==> config.mk <==
export PLATFORM = sky130hd
export DESIGN_NAME = bscx_exec
export DESIGN_NICKNAME = d
export VERILOG_FILES = /design/src/common/bscx_pkg.sv /design/src/hdl/bscx_exec.sv
export SDC_FILE = /design/constraint.sdc
export NUM_CORES = 1
export LEC_CHECK = 0
export ABC_AREA = 1
export BUFFER_PORTS_ARGS = -buffer_cell sky130_fd_sc_hd__buf_2
export CAP_MARGIN = 10
export CORE_AREA = 2 2 190 192
export CTS_CLUSTER_DIAMETER = 60
export DETAILED_ROUTE_END_ITERATION = 10
export DIE_AREA = 0 0 192 194
export PLACE_DENSITY = 0.51
export SETUP_SLACK_MARGIN = 0.4
export SLEW_MARGIN = 20
export SYNTH_ARGS = -nofsm -noshare
export SYNTH_HDL_FRONTEND = slang
export SYNTH_SLANG_ARGS = --single-unit
==> constraint.sdc <==
create_clock -name ref_clk -period 5.5 [get_ports ref_clk]
set_input_delay 0.825 -clock ref_clk [delete_from_list [all_inputs] [get_ports ref_clk]]
set_output_delay 0.825 -clock ref_clk [all_outputs]
set_load 0.03 [all_outputs]
==> src/common/bscx_pkg.sv <==
// constants and types shared by the branch, shift and compare execution block
// ****************************************************************
// Notes on behaviour
// ****************************************************************
// Notes on behaviour
// - register branch goes absolute or pc-relative
// - link variants write pc into destination
// - register-form absolute and delay flag decode
// - delay slot lets next instruction complete
// - branch takes 2 cycles delayed, 3 otherwise
// - no non-delayed linking branch forms exist
// - immediate branch uses sign-extended target
// - immediate-form absolute, delay, link decode
// - immediate sign-extends unless prefix precedes
// - prefix gives upper half, field lower
// - no interrupt between prefix and user
// - register break links, jumps, sets flag, 3 cycles
// - immediate break links, jumps, sets flag
// - shift amount from low five bits
// - arithmetic right fills sign; zero unchanged
// - shifts exist only when configured; 2 cycles
// - immediate shift ignores prefix instruction
// - compare subtracts, msb shows true order
// - four stream read variants decoded
// - nonblocking sets carry; control mismatch errors
package bscx_pkg;
    localparam logic [5:0] OP_CMP     = 6'h05;
    localparam logic [5:0] OP_BS      = 6'h11;
    localparam logic [5:0] OP_BSI     = 6'h19;
    localparam logic [5:0] OP_GET     = 6'h1b;
    localparam logic [5:0] OP_BR      = 6'h26;
    localparam logic [5:0] OP_IMM     = 6'h2c;
    localparam logic [5:0] OP_BRI     = 6'h2e;
    localparam logic [4:0] BRK_FIELD  = 5'h0c;
    // field positions in lsb-0 numbering
    localparam int         OPC_LSB    = 26;
    localparam int         RD_LSB     = 21;
    localparam int         RA_LSB     = 16;
    localparam int         D_POS      = 20;
    localparam int         A_POS      = 19;
    localparam int         L_POS      = 18;
    localparam int         S_POS      = 10;
    localparam int         T_POS      = 9;
    localparam int         U_POS      = 1;
    localparam int         N_POS      = 14;
    localparam int         C_POS      = 13;
    localparam logic [1:0] CYC_ONE    = 2'h1;
    localparam logic [1:0] CYC_TWO    = 2'h2;
    localparam logic [1:0] CYC_THREE  = 2'h3;
    localparam logic       BIP_RST    = 1'h0;
    typedef enum logic [1:0] {
        BSCX_IDLE = 2'b00,
        BSCX_BUSY = 2'b01
    } bscx_state_t;
endpackage

==> src/hdl/bscx_exec.sv <==
// execution of unconditional branch, break, barrel shift, compare, stream read decode
`timescale 1ns/1ns
`default_nettype none
module bscx_exec #(
    parameter bit USE_BARREL = 1'b1
) (
    input  wire logic        ref_clk,
    input  wire logic        rst_n,
    input  wire logic        instr_valid,
    input  wire logic [31:0] instr,
    input  wire logic [31:0] pc,
    input  wire logic [31:0] first_src_reg,
    input  wire logic [31:0] second_src_reg,
    input  wire logic        stream_valid,
    input  wire logic        stream_ctrl,
    input  wire logic        bip_clear,
    output logic             busy,
    output logic             done,
    output logic             illegal,
    output logic             wr_en,
    output logic [4:0]       wr_addr,
    output logic [31:0]      wr_data,
    output logic             jump,
    output logic [31:0]      jump_target,
    output logic             delay_slot,
    output logic             irq_block,
    output logic             stream_read,
    output logic             stream_blocking,
    output logic             stream_expect_ctrl,
    output logic             carry_we,
    output logic             carry_val,
    output logic             stream_error_we,
    output logic             stream_error_val,
    output logic             break_in_progress_flag
);
    // ****************************************************************
    // decode
    // ****************************************************************
    logic [5:0]  opc;
    logic        take;
    logic        is_cmp, is_bs, is_bsi, is_get, is_br, is_bri, is_imm;
    logic        is_brk, is_brki, is_any_br;
    logic        f_abs, f_dly, f_lnk;
    logic [31:0] imm_ext;
    logic [15:0] prefix_r;
    logic        prefix_vld_r;
    logic [4:0]  sh_amt;
    logic [31:0] sh_res;
    logic [32:0] diff;
    logic        a_gt_b;
    logic        stall;
    logic [31:0] tgt_base;

    assign stall  = stream_read && stream_blocking && !stream_valid;
    assign take   = instr_valid && !busy && !stall;
    assign opc    = instr[bscx_pkg::OPC_LSB +: 6];
    assign is_cmp = opc == bscx_pkg::OP_CMP && instr[10:2] == 9'h000;
    assign is_bs  = opc == bscx_pkg::OP_BS && USE_BARREL;
    assign is_bsi = opc == bscx_pkg::OP_BSI && USE_BARREL;
    assign is_get = opc == bscx_pkg::OP_GET;
    assign is_imm = opc == bscx_pkg::OP_IMM;
    assign is_brk = opc == bscx_pkg::OP_BR
                    && instr[bscx_pkg::RA_LSB +: 5] == bscx_pkg::BRK_FIELD;
    assign is_brki = opc == bscx_pkg::OP_BRI
                    && instr[bscx_pkg::RA_LSB +: 5] == bscx_pkg::BRK_FIELD;
    // branch forms: flags from d/a/l bits; link without delay is not a form
    assign is_br  = opc == bscx_pkg::OP_BR && !is_brk
                    && !(instr[bscx_pkg::L_POS] && !instr[bscx_pkg::D_POS]);
    assign is_bri = opc == bscx_pkg::OP_BRI && !is_brki
                    && !(instr[bscx_pkg::L_POS] && !instr[bscx_pkg::D_POS]);
    assign is_any_br = is_br || is_bri;
    assign f_abs  = is_any_br && instr[bscx_pkg::A_POS];
    assign f_dly  = is_any_br && instr[bscx_pkg::D_POS];
    assign f_lnk  = is_any_br && instr[bscx_pkg::L_POS];

    // prefix: upper half from the held value, else sign extension
    assign imm_ext = prefix_vld_r ? {prefix_r, instr[15:0]}
                                  : {{16{instr[15]}}, instr[15:0]};

    always_ff @(posedge ref_clk or negedge rst_n) begin
        if (!rst_n) begin
            prefix_r     <= 16'h0000;
            prefix_vld_r <= 1'b0;
        end else if (take) begin
            prefix_r     <= instr[15:0];
            prefix_vld_r <= is_imm;  // consumed by whatever follows
        end
    end
    // the pair is atomic: interrupts held off while a prefix is pending
    assign irq_block = prefix_vld_r;

    // ****************************************************************
    // barrel shifter
    // ****************************************************************
    // immediate form uses its own 5-bit field only, prefix never applies
    assign sh_amt = is_bsi ? instr[4:0] : second_src_reg[4:0];
    always_comb begin
        if (instr[bscx_pkg::S_POS])
            sh_res = first_src_reg << sh_amt;
        else if (instr[bscx_pkg::T_POS])
            sh_res = 32'($signed(first_src_reg) >>> sh_amt);
        else
            sh_res = first_src_reg >> sh_amt;
    end

    // ****************************************************************
    // compare
    // ****************************************************************
    assign diff   = {1'b0, second_src_reg} - {1'b0, first_src_reg};
    assign a_gt_b = instr[bscx_pkg::U_POS] ? (first_src_reg > second_src_reg)
                    : ($signed(first_src_reg) > $signed(second_src_reg));

    // ****************************************************************
    // branch target
    // ****************************************************************
    always_comb begin
        tgt_base = (is_br || is_brk) ? second_src_reg : imm_ext;
        if (f_abs || is_brk || is_brki)
            jump_target = tgt_base;
        else
            jump_target = pc + tgt_base;
    end

    // ****************************************************************
    // multi-cycle occupancy
    // ****************************************************************
    bscx_pkg::bscx_state_t state_r;
    logic [1:0]            cnt_r;
    logic [1:0]            lat;
    always_comb begin
        if (is_brk || is_brki || (is_any_br && !f_dly))
            lat = bscx_pkg::CYC_THREE;
        else if (is_any_br || is_bs || is_bsi || is_get)
            lat = bscx_pkg::CYC_TWO;
        else
            lat = bscx_pkg::CYC_ONE;
    end

    always_ff @(posedge ref_clk or negedge rst_n) begin
        if (!rst_n) begin
            state_r <= bscx_pkg::BSCX_IDLE;
            cnt_r   <= 2'h0;
        end else begin
            case (state_r)
                bscx_pkg::BSCX_IDLE: begin
                    if (take && lat != bscx_pkg::CYC_ONE) begin
                        state_r <= bscx_pkg::BSCX_BUSY;
                        cnt_r   <= 2'(lat - 2'h2);
                    end
                end
                bscx_pkg::BSCX_BUSY: begin
                    if (cnt_r == 2'h0)
                        state_r <= bscx_pkg::BSCX_IDLE;
                    else
                        cnt_r <= 2'(cnt_r - 2'h1);
                end
                default: state_r <= bscx_pkg::BSCX_IDLE;
            endcase
        end
    end
    assign busy = state_r == bscx_pkg::BSCX_BUSY;

    // ****************************************************************
    // results
    // ****************************************************************
    logic [31:0] cmp_res;
    always_comb begin
        cmp_res = diff[31:0];
        cmp_res[31] = a_gt_b;
        if (first_src_reg == second_src_reg)
            cmp_res = 32'h0000_0000;
    end

    always_ff @(posedge ref_clk or negedge rst_n) begin
        if (!rst_n) begin
            wr_en       <= 1'b0;
            wr_addr     <= 5'h00;
            wr_data     <= 32'h0000_0000;
            done        <= 1'b0;
            illegal     <= 1'b0;
            jump        <= 1'b0;
            delay_slot  <= 1'b0;
        end else begin
            done       <= take;
            illegal    <= take && !(is_cmp || is_bs || is_bsi || is_get || is_imm
                                   || is_any_br || is_brk || is_brki);
            jump       <= take && (is_any_br || is_brk || is_brki);
            delay_slot <= take && f_dly;
            wr_addr    <= instr[bscx_pkg::RD_LSB +: 5];
            wr_en      <= take && (f_lnk || is_brk || is_brki || is_cmp
                                   || is_bs || is_bsi || is_get);
            if (f_lnk || is_brk || is_brki)
                wr_data <= pc;
            else if (is_cmp)
                wr_data <= cmp_res;
            else if (is_bs || is_bsi)
                wr_data <= sh_res;
            else
                wr_data <= 32'h0000_0000;
        end
    end

    // ****************************************************************
    // break flag and stream read decode
    // ****************************************************************
    always_ff @(posedge ref_clk or negedge rst_n) begin
        if (!rst_n)
            break_in_progress_flag <= bscx_pkg::BIP_RST;
        else if (take && (is_brk || is_brki))
            break_in_progress_flag <= 1'b1;   // set wins over clear
        else if (bip_clear)
            break_in_progress_flag <= 1'b0;
    end

    assign stream_read        = instr_valid && !busy && is_get;
    assign stream_blocking    = !instr[bscx_pkg::N_POS];
    assign stream_expect_ctrl = instr[bscx_pkg::C_POS];

    always_ff @(posedge ref_clk or negedge rst_n) begin
        if (!rst_n) begin
            carry_we         <= 1'b0;
            carry_val        <= 1'b0;
            stream_error_we  <= 1'b0;
            stream_error_val <= 1'b0;
        end else begin
            carry_we         <= take && is_get && !stream_blocking;
            carry_val        <= !stream_valid;
            stream_error_we  <= take && is_get;
            stream_error_val <= stream_ctrl != stream_expect_ctrl;
        end
    end
endmodule // bscx_exec
`default_nettype wire

==> impl_metrics.tcl <==
set metrics [dict create \
    status "completed" \
    first_pass_iters 6 \
    coreArea_um2 35200 \
    startpoint "instr[30]" \
    r2r_start "state_r[0]$_DFFE_PN0P_" \
    r2r_slack_ns 3.94 \
    hold_path.class "flip-flop to flip-flop" \
    synth-xor-area-share_pct 1.63 \
    start_kind "input pin" \
    synthSimpleGateAreaFrac_pct 45.3 \
    hp-start "prefix_r[13]$_DFFE_PN0P_" \
    p_comb_share_pct 64.0 \
    clk_latency_ns 0.35 \
    postLayoutCoreUtil_pct 40.1 \
    wl_per_cell_um 22.6 \
    netlist_top_cells_count "640 x nand2_1, 351 x nand3_1, 225 x inv_1" \
    clk_pin_slew_ns 0.06 \
    antenna_left 0 \
    worst_pin_slew_ns 1.06 \
    post-route-period-util_pct 90.1 \
    rows 69 \
    syn_area_per_cell_um2 5.61 \
    num_io_pins 218 \
    synth_largest_area_cell "nand2_1" \
    switching_share_pct 52.6 \
    synth.most_common_cell "nand2_1" \
    reg2regPathDepth 9 \
    finClkSkew_ns 0.00620 \
    dieArea_um2 37200 \
    setup_viol 0 \
    worstPathCellList "buf_2, inv_2, nand2_2, nor4_4, nand2_2, nand2_4, nand2_8, buf_12, o21ai_0, ha_1, a21o_1, a31oi_4, o21ai_1, a21oi_1, nand2_1, or2_2, nand3_1, o21ai_0, buf_2" \
    worst_ep_required_time_ns 4.68 \
    vias 15500 \
    cp_num_cells 19 \
    worst_path_max_delay_cell "nor4_4" \
    cellPowerDensity_nw_per_um2 226 \
    clock.fmax_ghz 0.202 \
    antenna_found_initial 1 \
    synthTopCellsByArea "nand2_1 20%, nand3_1 15%, dfrtp_1 14%" \
    cts_hold_buf 0 \
    synth_edf_count 0 \
    grt-ovfl-total 0 \
    grt_usage_pct 32.7 \
    syn_to_final_growth_pct 19.7 \
    portBuffers 217 \
    vdd_drop_max_mv 0.269 \
    rr_endpoint "cnt_r[0]$_DFFE_PN0P_" \
    synth.cell_area_um2 11800 \
    path_max_fanout 13 \
    synth_ff_type "dfrtp_1" \
    clkPwrFrac_pct 17.8 \
    viasPerCell 5.61 \
    synthesis.nets 2338 \
    tritoncts "built" \
    fin_crit_ns 4.95 \
    critPathTopFamily "simple AND/OR/NAND/NOR gates" \
    start_util_pct 33.5 \
    yosysWarnings 0 \
    die_w_um 192 \
    grt_pass1_wl_um 90400 \
    cts_buffers 9 \
    drt_iter0_drc 1543 \
    wirelength_um 62400 \
    seq_power_share_pct 18.2 \
    cap_violations 0 \
    antennaDiodeCount 0 \
    die_h_um 194 \
    numClockSinks 67 \
    synth_seq_area_share_pct 14.2 \
    slew_headroom_pct 28.8 \
    cts_max_level 3 \
    hold_viol_final 0 \
    cts-root-buf "clkbuf_16" \
    endpoint_kind "output pin" \
    p_leak_nw 7.53 \
    dp_hpwl_um 51300 \
    netlist.area_leader.share_pct 20.3 \
    rsz0062_at_grt "true" \
    critPathBufInv 4 \
    crit_type "input pin to output pin" \
    p_int_mw 1.52 \
    syn_inst 2105 \
    drc 0 \
    synth-seq-cells 67 \
    crit_path_end "jump_target[22]" \
    cpPeakStageDelay_ns 0.36 \
    fin_setup_tns_ns 0 \
    muxShareOfSynthArea_pct 0 \
    fin_nets 2523 \
    drive_above_1_share_pct 17.0 \
    yosysUniqueCellTypes 49 \
    grt_pass1_vias 14500 \
    cp.arrival_ns 4.13 \
    slew_violations 0 \
    synth_top_family_by_area "simple AND/OR/NAND/NOR gates" \
    cts_buffer_depth 2 \
    place.gp.congestion 1.01 \
    power_switching_mw 1.68 \
    async_flop_share_pct 100 \
    grt_max_degree 68 \
    synth_compound_area_share_pct 17.2 \
    yosys.area_share.adder_pct 10.6 \
]
[state kept, by name, indices dropped and copies added (netlist names)]
name                    flops
prefix_r                   16
cnt_r                       2
break_in_progress_flag      1
done                        1
state_r                     1
wr_en                       1
irq_block                   1
carry_we                    1
wr_addr                     5
illegal                     1
stream_error_we             1
stream_error_val            1
jump                        1
carry_val                   1
delay_slot                  1
wr_data                    32
[power by group through the flow]
stage	Combinational, mW	Sequential, mW	Clock, mW
6_report	2.05	0.583	0.569
5_1_grt	2.23	0.587	0.589
4_1_cts	1.88	0.580	0.573
3_5_place_dp	1.87	0.588	0
3_3_place_gp	1.87	0.588	0
2_1_floorplan	1.25	0.601	0
[worst min-delay path: cells and delay by family (launching register included)]
kind / cells / cell delay, ns
flops: 1 / 0.35
simple gates: 2 / 0.11
[per-stage QoR]
step,instance area (um2),instances,hold WS (ns),power [mW],setup WS (ns)
after floorplan,11800,2105,0.449,1.85,0.411
after global placement,13300,2729,0.465,2.46,0.0173
after detailed placement,13300,2729,0.470,2.45,-0.163
after CTS,13600,2744,0.487,3.03,0.374
after global routing,14100,2755,0.511,3.41,0.366
final,14100,2755,0.487,3.20,0.545
[worst min-delay path by stage]
stage                     cells past startpoint  slack (ns)                       end
after detailed placement                      2        0.47  prefix_r[11]$_DFFE_PN0P_
after CTS                                     2        0.49  prefix_r[11]$_DFFE_PN0P_
after global placement                        2        0.46  prefix_r[13]$_DFFE_PN0P_
final                                         2        0.49  prefix_r[13]$_DFFE_PN0P_
after global routing                          2        0.51  prefix_r[11]$_DFFE_PN0P_
after floorplan                               2        0.45  prefix_r[11]$_DFFE_PN0P_
[logic make-up after synthesis]
| family | count (synthesis) |
|---|---|
| simple gates | 1228 |
| compound gates | 369 |
| fa+ha+maj | 99 |
| flops | 67 |
| buf+inv | 320 |
| xor+xnor | 22 |
[layout by cell type, fill, tap and decap left out, types with 15 or more instances in the layout]
master and count:
nor2_1 118, buf_2 209, inv_1 224, a21oi_1 119, nand4_1 43, o21ai_1 30, dfrtp_1 67, or2_2 24
nand3_1 347, nand2_2 15, buf_4 46, nand2_1 624, ha_1 87, o21ai_0 128
[per-layer routing]
layer | share of wire, % | global-route usage, % | up-vias
li1 | - | - | 7394
met4 | 4.3 | 12.2 | 4
met1 | 43 | 44.5 | 7287
met5 | 0.28 | 3.18 | -
met3 | 6.5 | 3.20 | 102
met2 | 46 | 52.9 | 671
[repair_timing]
item	4_1_cts	5_1_grt
endpoints found under the setup margin	24	22
gates cloned	0	2
buffers inserted	0	9
pin swaps	0	12
hold endpoints to repair	0	0
gates resized for setup	13	112
[layout make-up]
cell class                      count  area (um2)
Inverter                          232         871
Multi-Input combinational cell   1719        9260
Clock buffer                        9         225
Fill cell                        4086       21100
Timing Repair Buffer              261        1490
Clock inverter                      6        42.5
Tap cell                          461         577
Sequential cell                    67        1680
Power figures use the tool's default switching activity.
